File: src/bpab_consts.svh
// Register offsets, field positions, reset values and fixed constants of the GPIO ports.
`ifndef BPAB_CONSTS_SVH
`define BPAB_CONSTS_SVH

`define BPAB_OFS_A_PINS   5'h00
`define BPAB_OFS_A_LATCH  5'h04
`define BPAB_OFS_A_DIR    5'h08
`define BPAB_OFS_CONV_CFG 5'h0C
`define BPAB_OFS_B_PINS   5'h10
`define BPAB_OFS_B_LATCH  5'h14
`define BPAB_OFS_B_DIR    5'h18
`define BPAB_OFS_REF_CTRL 5'h1C

`define BPAB_A_WIDTH      6
`define BPAB_B_WIDTH      8
`define BPAB_DIR_A_RST    6'h3F
`define BPAB_DIR_B_RST    8'hFF
`define BPAB_LAT_A_RST    6'h00
`define BPAB_LAT_B_RST    8'h00
`define BPAB_CFG_RST      4'h0
`define BPAB_REF_RST      1'b0
`define BPAB_ANA_LIMIT    4'h7
`define BPAB_ANA_PINS     6'h2F
`define BPAB_TIMER_PIN    4
`define BPAB_REF_PIN      2
`define BPAB_CH_0         4'h0
`define BPAB_CH_1         4'h1
`define BPAB_CH_2         4'h2
`define BPAB_CH_3         4'h3
`define BPAB_CH_4         4'h4

`endif

File: src/bpab_pkg.sv
// Types shared by the GPIO port block.
package bpab_pkg;

  // Pin bundle of both ports.
  typedef struct packed {
    logic [5:0] a;
    logic [7:0] b;
  } bpab_pins_t;

  // Register selected by a bus address.
  typedef enum logic [3:0] {
    BPAB_SEL_A_PINS,
    BPAB_SEL_A_LATCH,
    BPAB_SEL_A_DIR,
    BPAB_SEL_CONV_CFG,
    BPAB_SEL_B_PINS,
    BPAB_SEL_B_LATCH,
    BPAB_SEL_B_DIR,
    BPAB_SEL_REF_CTRL,
    BPAB_SEL_NONE
  } bpab_sel_t;

endpackage : bpab_pkg

File: src/bpab_port_core.sv
// Two bidirectional GPIO ports with an Avalon-MM register slave.
//
// Chosen here: the register offsets and the Avalon-MM interface to the registers.
`include "bpab_consts.svh"

// How it works
// - Direction bit clear drives the pin from its output latch bit.
// - Direction bit set turns the pin driver off, pin becomes input.
// - Second port has eight pins, each with direction and latch bit.
// - Second port latch is read and written directly, reads return latch value.
// - First port bits 7 and 6 are unimplemented and read zero.
// - Analog-enabled first port pins read zero on the digital path.
// - Output pins drive latch data even while analog input is enabled.
// - After reset, pins 0 to 3 and 5 of the first port are analog inputs.
// - First port bit four resets as a digital input, never analog.
// - First port bit four feeds the timer clock input regardless of direction.
// - Comparator reference output disables driver and input of first port bit two.
// - Second port pins are digital only, without any analog function.
// - First port pins read the pin levels; writes update the latch.
// - A four-bit field in the converter control selects analog or digital pins.
module bpab_port_core
  import bpab_pkg::*;
(
  input  wire logic        clk,
  input  wire logic        rst,
  input  wire logic [4:0]  address,
  input  wire logic        read,
  input  wire logic        write,
  input  wire logic [3:0]  byteenable,
  input  wire logic [31:0] writedata,
  output logic      [31:0] readdata,
  output logic             waitrequest,
  input  wire bpab_pins_t  pins_in,
  output bpab_pins_t       pins_out,
  output bpab_pins_t       pins_oe,
  output logic             timer_ext_clock_in
);

  // Address decode, shared by the read and the write path.
  function automatic bpab_sel_t decode_sel(input logic [4:0] addr);
    bpab_sel_t sel;
    sel = BPAB_SEL_NONE;
    unique case (addr)
      `BPAB_OFS_A_PINS:   sel = BPAB_SEL_A_PINS;
      `BPAB_OFS_A_LATCH:  sel = BPAB_SEL_A_LATCH;
      `BPAB_OFS_A_DIR:    sel = BPAB_SEL_A_DIR;
      `BPAB_OFS_CONV_CFG: sel = BPAB_SEL_CONV_CFG;
      `BPAB_OFS_B_PINS:   sel = BPAB_SEL_B_PINS;
      `BPAB_OFS_B_LATCH:  sel = BPAB_SEL_B_LATCH;
      `BPAB_OFS_B_DIR:    sel = BPAB_SEL_B_DIR;
      `BPAB_OFS_REF_CTRL: sel = BPAB_SEL_REF_CTRL;
      default:            sel = BPAB_SEL_NONE;
    endcase
    return sel;
  endfunction : decode_sel

  // A converter channel is analog while the config field is below its limit.
  function automatic logic chan_analog(input logic [3:0] cfg, input logic [3:0] ch);
    return cfg < (`BPAB_ANA_LIMIT - ch);
  endfunction : chan_analog

  logic [5:0]  dir_a_q;
  logic [5:0]  latch_a_q;
  logic [7:0]  dir_b_q;
  logic [7:0]  latch_b_q;
  logic [3:0]  cfg_q;
  logic        ref_en_q;
  logic        wait_q;
  logic [31:0] rdata_q;
  bpab_pins_t  sync1_q;
  bpab_pins_t  sync2_q;
  bpab_pins_t  out_q;
  bpab_pins_t  oe_q;
  logic        timer_q;
  logic [5:0]  ana_w;
  logic [5:0]  a_din_w;
  logic [5:0]  a_oe_w;
  logic [7:0]  rd8_w;
  logic        wr_go;
  logic        rd_go;
  logic        wr_lane;
  bpab_sel_t   sel_w;

  assign sel_w   = decode_sel(address);
  assign wr_go   = write && !wait_q;
  assign rd_go   = read && wait_q;
  assign wr_lane = byteenable[0];

  // Pin analog mask; bit four has no converter channel at all.
  assign ana_w[0] = chan_analog(cfg_q, `BPAB_CH_0);
  assign ana_w[1] = chan_analog(cfg_q, `BPAB_CH_1);
  assign ana_w[2] = chan_analog(cfg_q, `BPAB_CH_2);
  assign ana_w[3] = chan_analog(cfg_q, `BPAB_CH_3);
  assign ana_w[4] = 1'b0;
  assign ana_w[5] = chan_analog(cfg_q, `BPAB_CH_4);

  // Per-pin digital input path and driver enable of the first port.
  for (genvar i = 0; i < `BPAB_A_WIDTH; i++)
  begin : g_pin_a
    if (i == `BPAB_REF_PIN)
    begin : g_ref
      // The reference output owns this pin, so both digital paths yield.
      assign a_din_w[i] = sync2_q.a[i] & ~ana_w[i] & ~ref_en_q;
      assign a_oe_w[i]  = ~dir_a_q[i] & ~ref_en_q;
    end
    else
    begin : g_plain
      assign a_din_w[i] = sync2_q.a[i] & ~ana_w[i];
      assign a_oe_w[i]  = ~dir_a_q[i];
    end
  end

  // Bus handshake: one wait cycle, then waitrequest low for exactly one cycle.
  always_ff @(posedge clk)
  begin
    if (rst)
      wait_q <= 1'b1;
    else if (wait_q)
      wait_q <= !(read || write);
    else
      wait_q <= 1'b1;
  end

  // Read multiplexer; unmapped addresses read zero.
  always_comb
  begin
    rd8_w = 8'h00;
    unique case (sel_w)
      BPAB_SEL_A_PINS:   rd8_w = {2'b00, a_din_w};
      BPAB_SEL_A_LATCH:  rd8_w = {2'b00, latch_a_q};
      BPAB_SEL_A_DIR:    rd8_w = {2'b00, dir_a_q};
      BPAB_SEL_CONV_CFG: rd8_w = {4'h0, cfg_q};
      BPAB_SEL_B_PINS:   rd8_w = sync2_q.b;
      BPAB_SEL_B_LATCH:  rd8_w = latch_b_q;
      BPAB_SEL_B_DIR:    rd8_w = dir_b_q;
      BPAB_SEL_REF_CTRL: rd8_w = {7'h00, ref_en_q};
      BPAB_SEL_NONE:     rd8_w = 8'h00;
    endcase
  end

  // Read data is captured as the request is first seen and held until the next.
  always_ff @(posedge clk)
  begin
    if (rst)
      rdata_q <= 32'h00000000;
    else if (rd_go)
      rdata_q <= {24'h000000, rd8_w};
  end

  // First port latch; pin and latch addresses both write it.
  always_ff @(posedge clk)
  begin
    if (rst)
      latch_a_q <= `BPAB_LAT_A_RST;
    else if (wr_go && wr_lane &&
             (sel_w == BPAB_SEL_A_PINS || sel_w == BPAB_SEL_A_LATCH))
      latch_a_q <= writedata[5:0];
  end

  // First port direction; all pins start as inputs so the analog pins are usable.
  always_ff @(posedge clk)
  begin
    if (rst)
      dir_a_q <= `BPAB_DIR_A_RST;
    else if (wr_go && wr_lane && sel_w == BPAB_SEL_A_DIR)
      dir_a_q <= writedata[5:0];
  end

  // Converter pin config field; zero leaves every channel pin analog.
  always_ff @(posedge clk)
  begin
    if (rst)
      cfg_q <= `BPAB_CFG_RST;
    else if (wr_go && wr_lane && sel_w == BPAB_SEL_CONV_CFG)
      cfg_q <= writedata[3:0];
  end

  // Comparator reference output enable.
  always_ff @(posedge clk)
  begin
    if (rst)
      ref_en_q <= `BPAB_REF_RST;
    else if (wr_go && wr_lane && sel_w == BPAB_SEL_REF_CTRL)
      ref_en_q <= writedata[0];
  end

  // Second port latch.
  always_ff @(posedge clk)
  begin
    if (rst)
      latch_b_q <= `BPAB_LAT_B_RST;
    else if (wr_go && wr_lane &&
             (sel_w == BPAB_SEL_B_PINS || sel_w == BPAB_SEL_B_LATCH))
      latch_b_q <= writedata[7:0];
  end

  // Second port direction.
  always_ff @(posedge clk)
  begin
    if (rst)
      dir_b_q <= `BPAB_DIR_B_RST;
    else if (wr_go && wr_lane && sel_w == BPAB_SEL_B_DIR)
      dir_b_q <= writedata[7:0];
  end

  // Two-stage pin synchroniser; only the second stage feeds logic.
  always_ff @(posedge clk)
  begin
    if (rst)
    begin
      sync1_q <= '0;
      sync2_q <= '0;
    end
    else
    begin
      sync1_q <= pins_in;
      sync2_q <= sync1_q;
    end
  end

  // Registered pin drive; costs one cycle of latency but keeps outputs glitch free.
  always_ff @(posedge clk)
  begin
    if (rst)
    begin
      out_q <= '0;
      oe_q  <= '0;
    end
    else
    begin
      out_q.a <= latch_a_q;
      out_q.b <= latch_b_q;
      oe_q.a  <= a_oe_w;
      oe_q.b  <= ~dir_b_q;
    end
  end

  // Timer clock input follows the pin whatever its direction bit says.
  always_ff @(posedge clk)
  begin
    if (rst)
      timer_q <= 1'b0;
    else
      timer_q <= sync2_q.a[`BPAB_TIMER_PIN];
  end

  assign readdata           = rdata_q;
  assign waitrequest        = wait_q;
  assign pins_out           = out_q;
  assign pins_oe            = oe_q;
  assign timer_ext_clock_in = timer_q;
endmodule : bpab_port_core

File: config.mk
export PLATFORM = sky130hd
export DESIGN_NAME = bpab_port_core
export DESIGN_NICKNAME = d
export VERILOG_FILES = /design/src/bpab_pkg.sv /design/src/bpab_port_core.sv
export VERILOG_INCLUDE_DIRS = /design/src
export SDC_FILE = /design/constraint.sdc
export NUM_CORES = 1
export LEC_CHECK = 0
export ABC_AREA = 1
export BUFFER_PORTS_ARGS = -buffer_cell sky130_fd_sc_hd__buf_2
export CORE_ASPECT_RATIO = 0.6
export CORE_MARGIN = 2
export CORE_UTILIZATION = 54
export CTS_CLUSTER_SIZE = 10
export DETAILED_ROUTE_END_ITERATION = 12
export GPL_TIMING_DRIVEN = 0
export PLACE_DENSITY = 0.84
export REMOVE_ABC_BUFFERS = 1
export SYNTH_ARGS = -nofsm -noshare
export SYNTH_HDL_FRONTEND = slang
export SYNTH_SLANG_ARGS = --single-unit
File: constraint.sdc
create_clock -name clk -period 1.9 [get_ports clk]
set_input_delay 0.095 -clock clk [delete_from_list [all_inputs] [get_ports clk]]
set_output_delay 0.095 -clock clk [all_outputs]
set_load 0.02 [all_outputs]
; Yosys cells after proc, flatten, opt, wreduce, memory -nomap -nowiden
; Memories as Yosys holds them, arrays and structs flattened.
; Index checks and enable logic that the tools add are counted.
[word_totals]
register_bits = 99
romBits = 128
inputBits = 59
out_inout_bits = 62
word_cells = 69
mem_count = 1
[classes]
magnitude_cmp = 5
eq_ne = 8
n_mux = 1
n_bitwise = 21
reduce_logical = 16
[memory_table]
columns = name, depth, width, read_ports, rd_ports_with_merged_regs, wr, line_no
row1 = (no name shown), 32, 4, 1, 0, 0, bpab_port_core.sv:43  ; unique case (addr)
[ops]
columns = cell, count
row1 = case mux 8 bit (9 select lines), 1
row2 = equality test 4 x 3 -> 1 bit (second input constant), 4
row3 = less-than comparator 4 x 3 -> 1 bit (second input constant), 4
row4 = inverter 1 bit, 13
row5 = logical AND 1 bit, 9
row6 = equality test 4 x 2 -> 1 bit (second input constant), 2
row7 = inverter 8 bit, 1
row8 = AND 1 bit, 7
row9 = equality test 4 x 1 -> 1 bit (second input constant), 1
row10 = equality test 4 bit (second input constant), 1
row11 = zero test 4 bit, 1
row12 = less-than comparator 4 x 2 -> 1 bit (second input constant), 1
row13 = logical OR 1 bit, 3
row14 = zero test 1 bit, 2
row15 = OR reduction 2 bit, 1

; Logic depth before layout (Yosys ltp)
; Gate-level depths: netlist (run 1).
[logic_depth]
depth_word = 5
depth_mapped = 10
depth_no_buf = 9

; Worst setup path before layout (run 1)
; OpenSTA, ideal clock, no wires.
[synth_timing]
path_type = reg2reg
start = register wait_q, in the netlist waitrequest
end = register latch_b_q[5]
setup_ns = 0.119
arrival_ns = 1.199
required_time_ns = 1.781
setup_slack_ns = 0.581
path_stages_with_launch = 8
path_buffers = 1
period_less_slack_ns = 1.319
path_cell_list = dfxtp_1 -> inv_1 -> nand3_1 -> inv_1 -> nand3_2 -> buf_2 -> o21ai_0 -> a21oi_1
[synth_via]
elab_chain_len = 4
[synth_lines]
columns = element, line_no
row1 = start: declaration, bpab_port_core.sv:68  ; logic wait_q;
row2 = start signal: assignment, bpab_port_core.sv:119  ; wait_q <= !(read || write);
row3 = zero test 1 bit, bpab_port_core.sv:85  ; assign wr_go = write && !wait_q;
row4 = logical AND 1 bit, bpab_port_core.sv:85
row5 = logical AND 1 bit (2 in series), bpab_port_core.sv:192  ; else if (wr_go && wr_lane &&
row6 = end signal: assignment, bpab_port_core.sv:191  ; latch_b_q <= `BPAB_LAT_B_RST;
row7 = end signal: assignment, bpab_port_core.sv:194  ; latch_b_q <= writedata[7:0];
row8 = end: declaration, bpab_port_core.sv:65  ; logic [7:0] latch_b_q;
; Every way passes these cells.
; A chain may end at the register's enable or synchronous reset.

; Worst setup path in the final report (run 1)
[layout_timing]
start = input port write
end = register latch_a_q[1]
[layout_via]
elab_chain_len = 3
[layout_lines]
columns = element, line_no
row1 = start: declaration, bpab_port_core.sv:28  ; input wire logic write,
row2 = logical AND 1 bit, bpab_port_core.sv:85
row3 = logical AND 1 bit (2 in series), bpab_port_core.sv:155  ; else if (wr_go && wr_lane &&
row4 = end signal: assignment, bpab_port_core.sv:154  ; latch_a_q <= `BPAB_LAT_A_RST;
row5 = end signal: assignment, bpab_port_core.sv:157  ; latch_a_q <= writedata[5:0];
row6 = end: declaration, bpab_port_core.sv:63  ; logic [5:0] latch_a_q;
; Every way passes these cells.

==> out/qor.txt, run 1 <==
=================================================================================
Result of the run .................................................. finished clean
Final Net Count ....................................................          625
Sort of element at the start of the critical path ..................    input pin
Half-perimeter wire length after placement .........................     5.910 mm
Port Buffer Count ..................................................           69
Yosys cell types ...................................................           27
Detailed-router iteration count before antenna repair ..............            5
TritonCTS Buffers ..................................................            9
Routed length per placed instance ..................................     12.97 um
Maximum number of pins on one net before global-route repair .......           68
Hold path cells ....................................................            3
Sinks on Clock Net .................................................           99
Share of post-route cells with drive strength above 1 ..............       0.1786
Worst-case vdd ir drop .............................................    0.6098 mV
Ys Warns ...........................................................            0
Routed vias/inst ...................................................        4.847
DRC viols ..........................................................            0
Final RePlAce weighted congestion ..................................       0.9327
Final Hold Viols ...................................................            0
Antenna fix cells ..................................................            0
TritonCTS clock tree ...............................................          yes
Initial antenna violation count ....................................            0
Worst-path maximum fanout ..........................................           12
Deepest level of the CTS H-tree ....................................            3
Clk buf depth ......................................................            2
Clock-pin slew on the worst setup and hold paths ...................      0.07 ns
Arrival @ worst endpoint ...........................................      1.88 ns
Leakage power of the design ........................................     2.197 nW
All-layer global routing usage .....................................       0.2328
Commonest cells after routing, fill and taps aside ................. dfxtp_1 (99), nor2_1 (87), nand2_1 (75)
Minimum setup slack after placement ................................   -0.2832 ns
Worst path setup slack after routing ...............................    0.2402 ns
Iteration-0 DRC count of the detailed router .......................          270
Slew @ Worst Pin ...................................................    0.9048 ns
Top achievable clock speed .........................................    602.5 MHz
Io pins ............................................................          121
Most common cell after layout, fill and taps aside .................      dfxtp_1
Multi-input gate area in the final layout ..........................     1339 um2
Final period utilization ...........................................       0.8736
Reg2reg path depth .................................................            6
Worst Setup End Kind ...............................................         flop
Final critical path time including I/O delays and setup ............     1.660 ns
Post-detailed-placement cell area ..................................     4033 um2
Worst max-slew margin expressed relative to the limit ..............       0.3961
Post-synthesis sequential area ratio ...............................       0.5284
Total Routed Length ................................................     8.531 mm
Avg Inst Size Synth ................................................    7.734 um2
Vias in the first global route .....................................         2870
Setup Fix Bufs, Post-CTS ...........................................            0
Synth Instances ....................................................          485
Number of storage elements in the synthesis netlist ................           99
Site row count .....................................................           23
First-pass GRT wire length .........................................     13.50 mm
Number of nets with antenna violations after detailed routing ......            0
Slew Limit Fails ...................................................            0
Die Height .........................................................     68.56 um
Source-to-sink clock delay at the later pin of the worst-skew pair .      0.35 ns
Area added between synthesis and finish ............................       19.95%
CTS Root Buffer Type ...............................................    clkbuf_16
Chip width .........................................................     111.6 um
Count of maximum capacitance violations ............................            0
Summed instance area of the synthesized netlist ....................     3751 um2
Crit path kind ..................................................... input pin to flop
Initial cell density of the core ...................................       0.5594
Total via count in the routed design ...............................         3189
Summed negative setup slack over all endpoints .....................         0 ns
Worst clock skew ...................................................  0.005399 ns
Power per cell area ................................................ 917.4 nW/um2
Hold_ws ............................................................   0.01151 ns
Filler cell count in the final layout ..............................          553
Unrepaired setup endpoints after global routing ....................           no
Final Cell Area ....................................................     4499 um2
Hold crit path type ................................................ input pin to flop
Die ar. ............................................................     7651 um2
Total global routing overflow ......................................            0
Required time at the endpoint of the critical path .................      2.12 ns
Register cell area after layout ....................................     1982 um2
Core Region ........................................................     6705 um2
Final setup violating endpoints ....................................            0
=================================================================================
final timing paths:
kind / startpoint / end / slack, ns
max: write / latch_a_q[1] / 0.24
min: writedata[5] / dir_a_q[5] / 0.01
max reg2reg: waitrequest / latch_a_q[1] / 0.24
min reg2reg: sync1_q[9] / sync2_q[9] / 0.40
cell families after synthesis:
group | synth area share
AO/OA/AOI/OAI | 0.07605
buffers and inverters | 0.1378
flip-flops | 0.5284
other | 0.0009997
AND/OR/NAND/NOR | 0.2568
Yosys cell counts, drive strengths merged:
| master | instances | area share |
|---|---|---|
| conb | 1 | 0.0010 |
| buf | 33 | 0.062 |
| nand3 | 34 | 0.047 |
| nor2 | 91 | 0.096 |
| dfxtp | 99 | 0.53 |
| o31a | 1 | 0.0023 |
| nand4 | 15 | 0.027 |
| a21oi | 30 | 0.041 |
| o21ai | 23 | 0.031 |
| inv | 66 | 0.066 |
| clkinv | 2 | 0.0027 |
| clkbuf | 7 | 0.0070 |
| o211ai | 1 | 0.0020 |
| nor3 | 3 | 0.0040 |
| nand2 | 79 | 0.083 |
sequential cells by signal, indices dropped and copies added, names as in the netlist:
name	flops
pins_oe	14
pins_out	14
latch_a_q	6
timer_ext_clock_in	1
a_din_w	1
latch_b_q	8
sync2_q	13
cfg_q	4
readdata	8
ref_en_q	1
waitrequest	1
sync1_q	14
dir_b_q	8
dir_a_q	6
critical path, stage by stage:
cell and delay (ns):
dlygate4sd3_1 0.53, buf_2 0.11, nand3_1 0.15, inv_1 0.23, nand3_1 0.36, o21ai_0 0.33
a21oi_1 0.07
metrics by stage:
stage | utilization | cells | power, mW
finish | 0.6710 | 658 | 4.128
detailed placement | 0.6014 | 624 | 2.419
global route | 0.6710 | 658 | 4.266
floorplan | - | 468 | 2.312
global placement | 0.6014 | 624 | 2.412
CTS | 0.6706 | 658 | 4.151
area by class of cell:
type                       instances  share of cell area
inverter                          68             0.05729
sequential                        99              0.4405
tap                               87             0.02419
timing repair buffer              87              0.1174
multi-input combinational        301              0.2976
clock buffer                       9             0.05006
clock inverter                     7             0.01307
per-layer routing:
layer,share of wire,up-vias,global-route usage
li1,-,1620,-
met5,0,-,0
met4,0.015,0,0.07870
met1,0.46,1443,0.2987
met3,0.078,13,0.1005
met2,0.45,113,0.3590
what timing repair did:
action,4_1_cts,5_1_grt
gates resized for setup,0,1
hold buffers,18,0
endpoints found under the setup margin,0,33
hold endpoints to repair,17,0
where the power goes:
part           internal (mW)  switching, mW
clock network          0.908          0.815
logic                 0.0858          0.195
registers               2.11         0.0129
No activity file was read; power rests on OpenSTA's default activity.
==> run 2: changes to the inputs <==
--- a/config.mk
+++ b/config.mk
@@ -15,7 +15,7 @@
 export DETAILED_ROUTE_END_ITERATION = 12
 export GPL_TIMING_DRIVEN = 0
 export PLACE_DENSITY = 0.84
-export REMOVE_ABC_BUFFERS = 1
+export SLEW_MARGIN = 10
 export SYNTH_ARGS = -nofsm -noshare
 export SYNTH_HDL_FRONTEND = slang
 export SYNTH_SLANG_ARGS = --single-unit
==> out/qor.txt, run 2 (synthesis results as in run 1) <==
=================================================================================
Initial cell density of the core ...................................       0.5594
Die Height .........................................................     68.56 um
Cts hold-fix bufs ..................................................           18
Buf+Inv Stages, Crit Path ..........................................            4
List of cells traversed by the critical path ....................... dlygate4sd3_1, buf_2, nand3_1, inv_1, nand3_1, buf_2, o21ai_0, a21oi_1
Initial antenna violation count ....................................            0
Count of maximum capacitance violations ............................            0
Worst-case register-to-register setup slack ........................      0.24 ns
Worst path max stage delay .........................................      0.53 ns
Routed length per placed instance ..................................     14.71 um
Maximum number of pins on one net before global-route repair .......           17
Most common cell after layout, fill and taps aside .................      dfxtp_1
Number of nets with antenna violations after detailed routing ......            0
Vias in the first global route .....................................         3166
Worst-path maximum fanout ..........................................           10
Area added between synthesis and finish ............................       26.38%
Result of the run .................................................. finished clean
All-layer global routing usage .....................................       0.2782
Worst path setup slack after routing ...............................    0.2317 ns
Antenna fix cells ..................................................            0
Final Power ........................................................     4.133 mW
Commonest cells after routing, fill and taps aside ................. dfxtp_1 (99), nor2_1 (87), nand2_1 (75)
Total Routed Length ................................................     10.27 mm
Deepest level of the CTS H-tree ....................................            3
Final Hold Viols ...................................................            0
Chip width .........................................................     111.6 um
Iteration-0 DRC count of the detailed router .......................          220
Worst-case vdd ir drop .............................................    0.8110 mV
Half-perimeter wire length after placement .........................     7.666 mm
Required time at the endpoint of the critical path .................      2.13 ns
Core Region ........................................................     6705 um2
Total number of cells along the worst setup path ...................            8
Sort of element at the start of the critical path ..................    input pin
Final RePlAce weighted congestion ..................................       0.9430
Family with the most delay on the worst path ....................... buffers and inverters
Reg2reg path depth .................................................            7
Detailed-router iteration count before antenna repair ..............            5
Routed vias/inst ...................................................        4.895
Clock-pin slew on the worst setup and hold paths ...................      0.07 ns
Worst clock skew ...................................................  0.004761 ns
Worst Setup End Kind ...............................................         flop
Die ar. ............................................................     7651 um2
Hold crit path type ................................................ input pin to flop
Power per cell area ................................................ 871.8 nW/um2
CP max-delay cell .................................................. dlygate4sd3_1
Count of instances resized after the clock tree is built ...........            0
Total via count in the routed design ...............................         3417
Share of post-route cells with drive strength above 1 ..............       0.2144
Summed negative setup slack over all endpoints .....................         0 ns
Minimum setup slack after placement ................................    0.3182 ns
Crit path kind ..................................................... input pin to flop
Total global routing overflow ......................................            0
Io pins ............................................................          121
Hold path cells ....................................................            3
Setup Fix Bufs, Post-CTS ...........................................            0
Clk buf depth ......................................................            2
Top achievable clock speed .........................................    599.4 MHz
Final period utilization ...........................................       0.8780
Slew @ Worst Pin ...................................................    0.5968 ns
Final setup violating endpoints ....................................            0
Leakage power of the design ........................................     2.357 nW
Unrepaired setup endpoints after global routing ....................           no
CTS Root Buffer Type ...............................................    clkbuf_16
Source-to-sink clock delay at the later pin of the worst-skew pair .      0.34 ns
Site row count .....................................................           23
Slew Limit Fails ...................................................            0
Port Buffer Count ..................................................           69
TritonCTS Buffers ..................................................            9
Final critical path time including I/O delays and setup ............     1.668 ns
Worst max-slew margin expressed relative to the limit ..............       0.6021
First-pass GRT wire length .........................................     15.70 mm
Final Net Count ....................................................          665
TritonCTS clock tree ...............................................          yes
Arrival @ worst endpoint ...........................................      1.90 ns
DRC viols ..........................................................            0
Sinks on Clock Net .................................................           99
Final standard cell utilization of the core ........................       0.7070
=================================================================================
[run 2: routing by layer]
layer / routed length [um] / track usage / part of all wire
met5: 0 / 0 / 0
met4: 80 / 0.07407 / 0.0078
met3: 830 / 0.06818 / 0.081
met2: 4452 / 0.4352 / 0.43
met1: 4904 / 0.3924 / 0.48
[run 2: path summary, 6_finish.rpt]
path,startpoint,endpoint
setup / recovery,write,latch_a_q[1]
hold / removal,writedata[5],dir_b_q[5]
setup reg to reg,waitrequest,latch_a_q[1]
hold reg to reg,sync1_q[9],sync2_q[9]
[run 2: worst reg2reg max path, stage by stage, from the launching register on]
cell and delay, ns:
dfxtp_1 0.34, inv_1 0.06, nand3_1 0.18, inv_1 0.31, nand3_1 0.18, buf_2 0.24, o21ai_0 0.18, a21oi_1 0.05
[run 2: layout make-up]
type | instances | area [um2]
Buffer | 40 | 259.0
Clock buffer | 10 | 229.0
Clock inverter | 6 | 40.04
Fill cell | 570 | 1964
Inverter | 68 | 257.7
Multi-Input combinational cell | 301 | 1339
Sequential cell | 99 | 1982
Tap cell | 87 | 108.9
Timing Repair Buffer | 87 | 525.5
[run 2: metrics by stage]
step	hold WS (ns)	std cells	area, um2
final	0.03232	698	4741
after global routing	0.03539	698	4741
after CTS	0.02927	698	4741
after detailed placement	0.3019	664	4292
after global placement	0.2933	664	4292
after floorplan	0.2020	508	3837
[run 2: where the power goes]
part	switching [mW]	internal, mW
registers	0.0146	2.11
clock network	0.772	0.887
logic	0.218	0.128
